--- src/common/fwprc_cfg.svh ---
// Purpose: constants for the flash pin controller (host end)
// Assumes: 20 MHz clock, word mode only, 21-bit word address
// Notes: every timing figure but the synchroniser delay is kept in ns and turned into cycles here
`ifndef FWPRC_CFG_SVH
`define FWPRC_CFG_SVH

// ------------------------------------------------------------
// Widths
// ------------------------------------------------------------
`define FWPRC_AW 21
`define FWPRC_DW 16
`define FWPRC_TW 12

// ------------------------------------------------------------
// Address fields used in protect and verify
// ------------------------------------------------------------
`define FWPRC_GRP_HI 20
`define FWPRC_GRP_LO 12
`define FWPRC_A9 9
`define FWPRC_LOW_PROT 7'h02

// ------------------------------------------------------------
// Timing in ns and derived cycle counts (min rounds up)
// ------------------------------------------------------------
`define FWPRC_CLK_NS 50
`define FWPRC_RP_NS 500
`define FWPRC_RH_NS 200
`define FWPRC_ACC_NS 100
`define FWPRC_SETUP_NS 50
`define FWPRC_WLOW_NS 100
`define FWPRC_HOLD_NS 50
`define FWPRC_PPULSE_NS 100000
`define FWPRC_CYC(ns) ((((ns) + `FWPRC_CLK_NS - 1) / `FWPRC_CLK_NS))
`define FWPRC_SYNC_CYC 2

`endif

--- src/common/fwprc_pkg.sv ---
// Purpose: shared types of the flash pin controller
// Assumes: fwprc_cfg.svh on the include path
// Notes: constants live in the header, types here
`include "fwprc_cfg.svh"

package fwprc_pkg;

  // ------------------------------------------------------------
  // User operations
  // ------------------------------------------------------------
  typedef enum logic [3:0] {
    OP_READ = 4'h0,
    OP_WRITE = 4'h1,
    OP_PROTECT = 4'h2,
    OP_VERIFY = 4'h3,
    OP_RESET = 4'h4,
    OP_UNPROT_ON = 4'h5,
    OP_UNPROT_OFF = 4'h6,
    OP_WP_LOW = 4'h7,
    OP_WP_HIGH = 4'h8,
    OP_ACCEL_ON = 4'h9,
    OP_ACCEL_OFF = 4'hA
  } fwprc_op_t;

  // ------------------------------------------------------------
  // Sequencer states
  // ------------------------------------------------------------
  typedef enum logic [3:0] {
    ST_IDLE = 4'h0,
    ST_RD_WAIT = 4'h1,
    ST_WR_SET = 4'h2,
    ST_WR_LOW = 4'h3,
    ST_WR_HOLD = 4'h4,
    ST_PR_SET = 4'h5,
    ST_PR_PULSE = 4'h6,
    ST_PR_HOLD = 4'h7,
    ST_RST_LOW = 4'h8,
    ST_RST_WAIT = 4'h9
  } fwprc_state_t;

  // ------------------------------------------------------------
  // Request and pin bundles
  // ------------------------------------------------------------
  typedef struct packed {
    fwprc_op_t op;
    logic [`FWPRC_AW-1:0] addr;
    logic [`FWPRC_DW-1:0] data;
  } fwprc_req_t;

  typedef struct packed {
    logic [`FWPRC_AW-1:0] addr;
    logic ce_n;
    logic we_n;
    logic oe_n;
    logic rst_n;
    logic [`FWPRC_DW-1:0] dq_out;
    logic dq_oe;
    logic a9_hv;
    logic rst_hv;
    logic protect_accel_pin;
    logic accel_hv;
  } fwprc_pins_t;

endpackage

--- src/verilog/fwprc_timer.sv ---
// Purpose: loadable down counter for pin timing
// Assumes: load wins over counting
// Notes: zero is high while the count has run out
`timescale 1ns/1ps
`default_nettype none

module fwprc_timer #(
  parameter int W = 12
) (
  // Clock and reset
  input wire logic clk,
  input wire logic rstn,
  // Load
  input wire logic load,
  input wire logic [W-1:0] load_val,
  // Status
  output logic zero
);

  logic [W-1:0] cnt;
  logic [W-1:0] next_cnt;

  // ------------------------------------------------------------
  // Count
  // ------------------------------------------------------------
  // Load or count down to zero
  always_comb begin
    next_cnt = cnt;
    if (load) begin
      next_cnt = load_val;
    end else if (cnt != '0) begin
      next_cnt = cnt - W'(1);
    end
  end

  always_ff @(posedge clk or negedge rstn) begin
    if (!rstn) begin
      cnt <= '0;
    end else begin
      cnt <= next_cnt;
    end
  end

  assign zero = (cnt == '0);

endmodule

`default_nettype wire

--- src/verilog/fwprc_ctrl.sv ---
// Purpose: host end that drives a parallel NOR flash through its pins
// Assumes: word mode; ready/busy and data pins are asynchronous to clk
// Notes: one user request at a time; pin-sequenced ops hold busy high until done pulses, single-cycle ops never raise busy
`timescale 1ns/1ps
`default_nettype none
`include "fwprc_cfg.svh"

module fwprc_ctrl #(
  parameter int TW = `FWPRC_TW,
  parameter logic [`FWPRC_TW-1:0] PPULSE_CYC = `FWPRC_TW'(`FWPRC_CYC(`FWPRC_PPULSE_NS))
) (
  // Clock and reset
  input wire logic clk,
  input wire logic rstn,
  // User request and answer
  input wire logic req_valid,
  input wire fwprc_pkg::fwprc_req_t req,
  output logic busy,
  output logic done,
  output logic err,
  output logic [`FWPRC_DW-1:0] rdata,
  // Flash pins
  output fwprc_pkg::fwprc_pins_t pins,
  input wire logic [`FWPRC_DW-1:0] dq_in,
  input wire logic ry_by
);

  localparam logic [TW-1:0] RP_CYC = TW'(`FWPRC_CYC(`FWPRC_RP_NS));
  localparam logic [TW-1:0] RH_CYC = TW'(`FWPRC_CYC(`FWPRC_RH_NS));
  localparam logic [TW-1:0] RD_CYC = TW'(`FWPRC_CYC(`FWPRC_ACC_NS) + `FWPRC_SYNC_CYC);
  localparam logic [TW-1:0] SET_CYC = TW'(`FWPRC_CYC(`FWPRC_SETUP_NS));
  localparam logic [TW-1:0] WLOW_CYC = TW'(`FWPRC_CYC(`FWPRC_WLOW_NS));
  localparam logic [TW-1:0] HOLD_CYC = TW'(`FWPRC_CYC(`FWPRC_HOLD_NS));

  fwprc_pkg::fwprc_state_t state, next_state;
  fwprc_pkg::fwprc_pins_t next_pins;
  logic next_busy, next_done, next_err;
  logic [`FWPRC_DW-1:0] next_rdata;
  logic [`FWPRC_DW-1:0] dq_s1, dq_s2;
  logic rb_s1, rb_s2;
  logic t_load, t_zero;
  logic [TW-1:0] t_val;

  // Address with high voltage verify/protect low bits applied
  function automatic logic [`FWPRC_AW-1:0] hv_addr(input logic [`FWPRC_AW-1:0] a);
    logic [`FWPRC_AW-1:0] r;
    r = '0;
    r[`FWPRC_GRP_HI:`FWPRC_GRP_LO] = a[`FWPRC_GRP_HI:`FWPRC_GRP_LO];
    r[6:0] = `FWPRC_LOW_PROT;
    return r;
  endfunction

  // ------------------------------------------------------------
  // Pin input synchronisers
  // ------------------------------------------------------------
  // Data and ready/busy come from the flash, not from clk
  always_ff @(posedge clk or negedge rstn) begin
    if (!rstn) begin
      dq_s1 <= '0;
      dq_s2 <= '0;
      rb_s1 <= 1'h1;
      rb_s2 <= 1'h1;
    end else begin
      dq_s1 <= dq_in;
      dq_s2 <= dq_s1;
      rb_s1 <= ry_by;
      rb_s2 <= rb_s1;
    end
  end

  fwprc_timer #(.W(TW)) u_timer (
    .clk(clk),
    .rstn(rstn),
    .load(t_load),
    .load_val(t_val),
    .zero(t_zero)
  );

  // ------------------------------------------------------------
  // Sequencer next state
  // ------------------------------------------------------------
  always_comb begin
    next_state = state;
    next_pins = pins;
    next_done = 1'h0;
    next_err = err;
    next_rdata = rdata;
    t_load = 1'h0;
    t_val = '0;
    case (state)
      fwprc_pkg::ST_IDLE: begin
        if (req_valid) begin
          next_err = 1'h0;
          case (req.op)
            fwprc_pkg::OP_READ: begin
              // Output gate low only after reset recovery (idle implies it)
              next_pins.addr = req.addr;
              next_pins.ce_n = 1'h0;
              next_pins.oe_n = 1'h0;
              next_pins.dq_oe = 1'h0;
              t_load = 1'h1;
              t_val = RD_CYC;
              next_state = fwprc_pkg::ST_RD_WAIT;
            end
            fwprc_pkg::OP_WRITE: begin
              next_pins.addr = req.addr;
              next_pins.ce_n = 1'h0;
              next_pins.oe_n = 1'h1;
              next_pins.dq_out = req.data;
              next_pins.dq_oe = 1'h1;
              t_load = 1'h1;
              t_val = SET_CYC;
              next_state = fwprc_pkg::ST_WR_SET;
            end
            fwprc_pkg::OP_PROTECT: begin
              next_pins.addr = hv_addr(req.addr);
              next_pins.a9_hv = 1'h1;
              next_pins.ce_n = 1'h0;
              next_pins.oe_n = 1'h0;
              next_pins.dq_oe = 1'h0;
              t_load = 1'h1;
              t_val = SET_CYC;
              next_state = fwprc_pkg::ST_PR_SET;
            end
            fwprc_pkg::OP_VERIFY: begin
              // bit one high keeps off identifiers
              next_pins.addr = hv_addr(req.addr);
              next_pins.a9_hv = 1'h1;
              next_pins.ce_n = 1'h0;
              next_pins.oe_n = 1'h0;
              next_pins.dq_oe = 1'h0;
              t_load = 1'h1;
              t_val = RD_CYC;
              next_state = fwprc_pkg::ST_RD_WAIT;
            end
            fwprc_pkg::OP_RESET: begin
              next_pins.rst_n = 1'h0;
              next_pins.ce_n = 1'h1;
              next_pins.oe_n = 1'h1;
              next_pins.dq_oe = 1'h0;
              t_load = 1'h1;
              t_val = RP_CYC;
              next_state = fwprc_pkg::ST_RST_LOW;
            end
            fwprc_pkg::OP_UNPROT_ON: begin
              next_pins.rst_hv = 1'h1;
              next_done = 1'h1;
            end
            fwprc_pkg::OP_UNPROT_OFF: begin
              next_pins.rst_hv = 1'h0;
              next_done = 1'h1;
            end
            fwprc_pkg::OP_WP_LOW: begin
              next_pins.protect_accel_pin = 1'h0;
              next_done = 1'h1;
            end
            fwprc_pkg::OP_WP_HIGH: begin
              next_pins.protect_accel_pin = 1'h1;
              next_done = 1'h1;
            end
            fwprc_pkg::OP_ACCEL_ON: begin
              next_pins.accel_hv = 1'h1;
              next_done = 1'h1;
            end
            fwprc_pkg::OP_ACCEL_OFF: begin
              // refuse while the flash reports busy
              if (rb_s2) begin
                next_pins.accel_hv = 1'h0;
              end else begin
                next_err = 1'h1;
              end
              next_done = 1'h1;
            end
            default: begin
              next_err = 1'h1;
              next_done = 1'h1;
            end
          endcase
        end
      end
      fwprc_pkg::ST_RD_WAIT: begin
        // Access time plus synchroniser delay, then sample
        if (t_zero) begin
          next_rdata = dq_s2;
          next_pins.ce_n = 1'h1;
          next_pins.oe_n = 1'h1;
          next_pins.a9_hv = 1'h0;
          next_done = 1'h1;
          next_state = fwprc_pkg::ST_IDLE;
        end
      end
      fwprc_pkg::ST_WR_SET: begin
        if (t_zero) begin
          next_pins.we_n = 1'h0;
          t_load = 1'h1;
          t_val = WLOW_CYC;
          next_state = fwprc_pkg::ST_WR_LOW;
        end
      end
      fwprc_pkg::ST_WR_LOW: begin
        // Strobe rises first so data is taken on its edge
        if (t_zero) begin
          next_pins.we_n = 1'h1;
          t_load = 1'h1;
          t_val = HOLD_CYC;
          next_state = fwprc_pkg::ST_WR_HOLD;
        end
      end
      fwprc_pkg::ST_WR_HOLD: begin
        if (t_zero) begin
          next_pins.ce_n = 1'h1;
          next_pins.dq_oe = 1'h0;
          next_done = 1'h1;
          next_state = fwprc_pkg::ST_IDLE;
        end
      end
      fwprc_pkg::ST_PR_SET: begin
        if (t_zero) begin
          next_pins.we_n = 1'h0;
          t_load = 1'h1;
          t_val = PPULSE_CYC;
          next_state = fwprc_pkg::ST_PR_PULSE;
        end
      end
      fwprc_pkg::ST_PR_PULSE: begin
        // address untouched until the strobe rises
        if (t_zero) begin
          next_pins.we_n = 1'h1;
          t_load = 1'h1;
          t_val = HOLD_CYC;
          next_state = fwprc_pkg::ST_PR_HOLD;
        end
      end
      fwprc_pkg::ST_PR_HOLD: begin
        if (t_zero) begin
          next_pins.ce_n = 1'h1;
          next_pins.oe_n = 1'h1;
          next_pins.a9_hv = 1'h0;
          next_done = 1'h1;
          next_state = fwprc_pkg::ST_IDLE;
        end
      end
      fwprc_pkg::ST_RST_LOW: begin
        if (t_zero) begin
          next_pins.rst_n = 1'h1;
          t_load = 1'h1;
          t_val = RH_CYC;
          next_state = fwprc_pkg::ST_RST_WAIT;
        end
      end
      fwprc_pkg::ST_RST_WAIT: begin
        // no read until recovery has run out
        if (t_zero) begin
          next_done = 1'h1;
          next_state = fwprc_pkg::ST_IDLE;
        end
      end
      default: begin
        next_state = fwprc_pkg::ST_IDLE;
      end
    endcase
    next_busy = (next_state != fwprc_pkg::ST_IDLE);
  end

  // ------------------------------------------------------------
  // Sequencer registers
  // ------------------------------------------------------------
  // Pins idle: deselected, reset released, protect pin high
  always_ff @(posedge clk or negedge rstn) begin
    if (!rstn) begin
      state <= fwprc_pkg::ST_IDLE;
      pins <= '{addr: '0, ce_n: 1'h1, we_n: 1'h1, oe_n: 1'h1, rst_n: 1'h1,
                dq_out: '0, dq_oe: 1'h0, a9_hv: 1'h0, rst_hv: 1'h0,
                protect_accel_pin: 1'h1, accel_hv: 1'h0};
      busy <= 1'h0;
      done <= 1'h0;
      err <= 1'h0;
      rdata <= '0;
    end else begin
      state <= next_state;
      pins <= next_pins;
      busy <= next_busy;
      done <= next_done;
      err <= next_err;
      rdata <= next_rdata;
    end
  end

  // ------------------------------------------------------------
  // Checks
  // ------------------------------------------------------------
  // Helper: length of the protect strobe
  logic [TW-1:0] plow;
  always_ff @(posedge clk or negedge rstn) begin
    if (!rstn) begin
      plow <= '0;
    end else if (pins.a9_hv && !pins.we_n) begin
      plow <= plow + TW'(1);
    end else begin
      plow <= '0;
    end
  end

  AST_WRITE_GATE_HIGH: assert property (@(posedge clk) disable iff (!rstn)
    (!pins.we_n && !pins.a9_hv) |-> (pins.oe_n && !pins.ce_n && pins.dq_oe))
    else $error("command write without gate high");
  AST_PROT_PINS: assert property (@(posedge clk) disable iff (!rstn)
    (!pins.we_n && pins.a9_hv) |-> (!pins.oe_n && !pins.ce_n && pins.addr[6:0] == 7'h02))
    else $error("protect pin setup wrong");
  AST_PROT_ADDR_STABLE: assert property (@(posedge clk) disable iff (!rstn)
    (!pins.we_n && pins.a9_hv && !$past(pins.we_n)) |-> $stable(pins.addr))
    else $error("group address moved during protect pulse");
  AST_PROT_WIDTH: assert property (@(posedge clk) disable iff (!rstn)
    ($rose(pins.we_n) && pins.a9_hv) |-> (plow == PPULSE_CYC + TW'(1)))
    else $error("protect pulse length wrong");
  AST_VERIFY_ADDR: assert property (@(posedge clk) disable iff (!rstn)
    (pins.a9_hv && !pins.oe_n && pins.we_n && state == fwprc_pkg::ST_RD_WAIT)
      |-> (pins.addr[1] && pins.addr[6:0] == 7'h02))
    else $error("verify read touches identifier space");
  AST_RESET_WIDTH: assert property (@(posedge clk) disable iff (!rstn)
    $fell(pins.rst_n) |-> (!pins.rst_n) [*8] ##1 (!pins.rst_n) [*2])
    else $error("reset pulse too short");
  AST_NO_READ_AFTER_RESET: assert property (@(posedge clk) disable iff (!rstn)
    $rose(pins.rst_n) |-> (pins.oe_n && busy) [*4])
    else $error("read before recovery delay");
  AST_ACCEL_OFF_IDLE: assert property (@(posedge clk) disable iff (!rstn)
    $fell(pins.accel_hv) |-> $past(rb_s2))
    else $error("accelerate voltage removed while busy");
  AST_DONE_PULSE: assert property (@(posedge clk) disable iff (!rstn)
    done |-> !busy ##1 (!done || $past(req_valid)))
    else $error("done longer than one cycle");

endmodule

`default_nettype wire

--- config.mk ---
export PLATFORM = sky130hd
export DESIGN_NAME = fwprc_ctrl
export DESIGN_NICKNAME = d
export VERILOG_FILES = /design/src/common/fwprc_pkg.sv /design/src/verilog/fwprc_timer.sv /design/src/verilog/fwprc_ctrl.sv
export VERILOG_INCLUDE_DIRS = /design/src /design/src/common
export SDC_FILE = /design/constraint.sdc
export NUM_CORES = 1
export LEC_CHECK = 0
export BUFFER_PORTS_ARGS = -buffer_cell sky130_fd_sc_hd__clkbuf_2
export CORE_MARGIN = 4
export CORE_UTILIZATION = 56
export DETAILED_ROUTE_END_ITERATION = 7
export PLACE_DENSITY = 0.85
export SETUP_SLACK_MARGIN = 0.4
export SLEW_MARGIN = 15
export SYNTH_ARGS = -nofsm -noshare
export SYNTH_HDL_FRONTEND = slang
export SYNTH_SLANG_ARGS = --single-unit
--- constraint.sdc ---
create_clock -name clk -period 3.89 [get_ports clk]
set_input_delay 0.5835 -clock clk [delete_from_list [all_inputs] [get_ports clk]]
set_output_delay 0.5835 -clock clk [all_outputs]
set_load 0.1 [all_outputs]
==> flow_summary.json <==
{
  "place_congestion": 0.877,
  "wl_per_cell_um": 17.5,
  "ir_worst_vdd_uv": 393,
  "cp_cell_sequence": "inv_1 -> ha_1 -> or4b_4 -> nand4bb_1 -> or3_1 -> a21oi_1 -> nor3_1",
  "status": "completed",
  "dp_hpwl_mm": 6.96,
  "viasPerCell": 5.61,
  "clk_latency_ns": 0.51,
  "cts_resized": 0,
  "grt_max_degree": 79,
  "reg2reg_depth": 7,
  "critPathKind": "register to register",
  "final_area_sq_um": 5870,
  "drt_iter0_drc": 207,
  "clk_pin_slew_ns": 0.06,
  "synth_enable_flop_cells": 0,
  "p_per_area_nw_per_um2": 516,
  "antenna_found_initial": 0,
  "insertedDiodeCount": 0,
  "initial_core_util_pct": 58.7,
  "ant_nets": 0,
  "required_ns": 4.32,
  "cpLargestDelayFamily": "simple AND/OR/NAND/NOR gates",
  "tightest_slew_ns": 0.952,
  "cts_tree": "yes",
  "ys_seq_elements": 115,
  "yosysSeqAreaShare_pct": 62.7,
  "cts_root_buf": "clkbuf_8",
  "skew_ns": 0.0103,
  "place.port_buffers": 125,
  "postCtsSetupBuffers": 0,
  "grt_pass1_wl_mm": 17.6,
  "crit_arrival_ns": 3.20,
  "synth.top_cell.area_share_pct": 58.7,
  "cp_slowest_cell": "nand4bb_1",
  "min_to": "rb_s1",
  "numCtsBuffers": 17,
  "row_count": 32,
  "fmax_mhz": 361,
  "firstDrtPassIters": 5,
  "drc": 0,
  "vias": 3417,
  "path_max_fanout": 12,
  "ys.warnings.count": 0,
  "worstHoldPathCells": 1,
  "crit_path_start_kind": "register",
  "setup_tns_ns": 0,
  "r2r-end": "pins[23]",
  "drt_wl_total_mm": 10.6,
  "netlist_area_sq_um": 4610,
  "core_sq_um": 7850,
  "layout-drive-gt1-share_pct": 42.8,
  "area_growth_pct": 27.4,
  "worstHoldStart": "ry_by",
  "ctsHtreeMaxLevel": 4,
  "grtUsageTotal_pct": 23.0,
  "synth_cell_types": 56,
  "r2r_setup_slack_ns": 1.12,
  "fin_crit_ns": 2.77,
  "synth_top_area_cell": "dfrtp_1",
  "cpPeakStageDelay_ns": 0.67,
  "synthCells": 368,
  "io_pins": 126,
  "synth_area_per_cell_sq_um": 12.5,
  "grt_pass1_vias": 3630,
  "async_reset_ff_share_pct": 100,
  "die-width_um": 98.7,
  "die_h_um": 98.7,
  "hold_viol_final": 0,
  "numClockSinks": 115,
  "finalSetupViolCount": 0,
  "finalCritPeriodShare_pct": 71.3,
  "ys.flop_type": "dfrtp_1",
  "synth_nets": 430,
  "r2r_start": "u_timer.cnt[0]",
  "slew_headroom_pct": 36.5,
  "maxSlewViolCount": 0,
  "critical_path_buf_inv_count": 1,
  "cts_hold_buf": 0,
  "overflow": 0,
  "holdCritPathClass": "input pin to register",
  "endpoint_kind": "register",
  "p_leak_nw": 2.93,
  "nets": 556,
  "dpl_cell_area_sq_um": 5290,
  "cts_buffer_depth": 2,
  "grt_setup_unrepaired": "no",
  "synthTopCellsByArea": "dfrtp_1 (59%), mux2_2 (10%), dfstp_2 (4.0%)",
  "die_area_sq_um": 9740,
  "drv_cap": 0
}
## metal layers
metal  GRT usage (%)  part of all wire (%)
met2            39.7                    53
met1            27.4                    39
met3            8.49                   7.5
met5               0                     0
met4            5.88                  0.50
## synth_stat cells, types with 4 or more instances
cell	number
o31ai_1	4
o21ai_0	29
clkbuf_1	13
xor2_1	7
a21oi_1	9
a31oi_1	4
nand2_1	29
nor3_1	6
nand3_1	4
nor2_1	23
or3_1	4
inv_1	5
dfrtp_1	108
mux2_2	41
nand2b_1	13
buf_2	5
or4_1	4
dfstp_2	7
xnor2_1	4
nor2b_1	4
## final cells by class
| class | instances | area (sq um) |
|---|---|---|
| flip-flops and latches | 115 | 2890 |
| fillers | 527 | 1980 |
| multi-input cells | 227 | 1600 |
| repair buffers | 128 | 651 |
| clock buffers | 17 | 414 |
| clock inverters | 15 | 171 |
| well taps | 102 | 128 |
| inverters | 5 | 18.8 |
## cell usage in the layout (no fill, tap or decap), drive strengths merged, types with 5 or more instances in the layout
master  netlist  final
clkinv        0      6
nor3          6      6
nand2        31     31
dfrtp       108    108
nor2         23     23
clkbuf       13    141
dfstp         7      7
o21ai        29     29
nand3         5      5
a21oi         9      9
inv           5     10
xor2          7      7
nand2b       14     14
mux2         41     41
## worst max-delay path by stage
stage / slack (ns) / to / cells past startpoint / startpoint
3_3_place_gp: 1.34 / pins[23] / 7 / u_timer.cnt[0]
6_report: 1.12 / pins[23] / 7 / u_timer.cnt[0]
4_1_cts: 1.17 / pins[23] / 7 / u_timer.cnt[0]
2_1_floorplan: 1.79 / u_timer.cnt[1] / 7 / u_timer.cnt[0]
3_5_place_dp: 1.20 / pins[23] / 7 / u_timer.cnt[0]
5_1_grt: 0.95 / pins[23] / 7 / u_timer.cnt[0]
## state kept, by name (all words and copies together) (netlist names)
signal	cells
busy	1
rb_s2	1
done	1
rdata	16
rb_s1	1
pins	46
dq_s1	16
err	1
state	4
dq_s2	16
u_timer.cnt	12
## stage by stage
step           setup WS [ns]  hold slack (ns)  power (mW)  util [%]  instances
2_1_floorplan           1.79            0.288        1.45         -        368
3_3_place_gp            1.34            0.332        1.52      67.3        577
3_5_place_dp            1.20            0.335        1.54      67.3        577
4_1_cts                 1.17            0.142        3.04      74.8        609
5_1_grt                0.950            0.142        3.14      74.8        609
6_report                1.12            0.157        3.03      74.8        609
## power by group
group	leakage, nW	switching (mW)	internal [mW]
combinational	1.20	0.138	0.0829
sequential	1.44	0.0520	1.25
clock	0.283	0.578	0.925
## kinds of logic after synthesis
| group | after synthesis | synth area share [%] |
|---|---|---|
| flip-flops | 115 | 62.7 |
| buffers and inverters | 26 | 2.58 |
| adder cells (fa/ha/maj) | 1 | 0.272 |
| AO/OA/AOI/OAI | 67 | 9.13 |
| multiplexers | 42 | 10.2 |
| AND/OR/NAND/NOR | 106 | 13.0 |
| XOR/XNOR | 11 | 2.09 |
No activity file was read; power rests on OpenSTA's default activity.
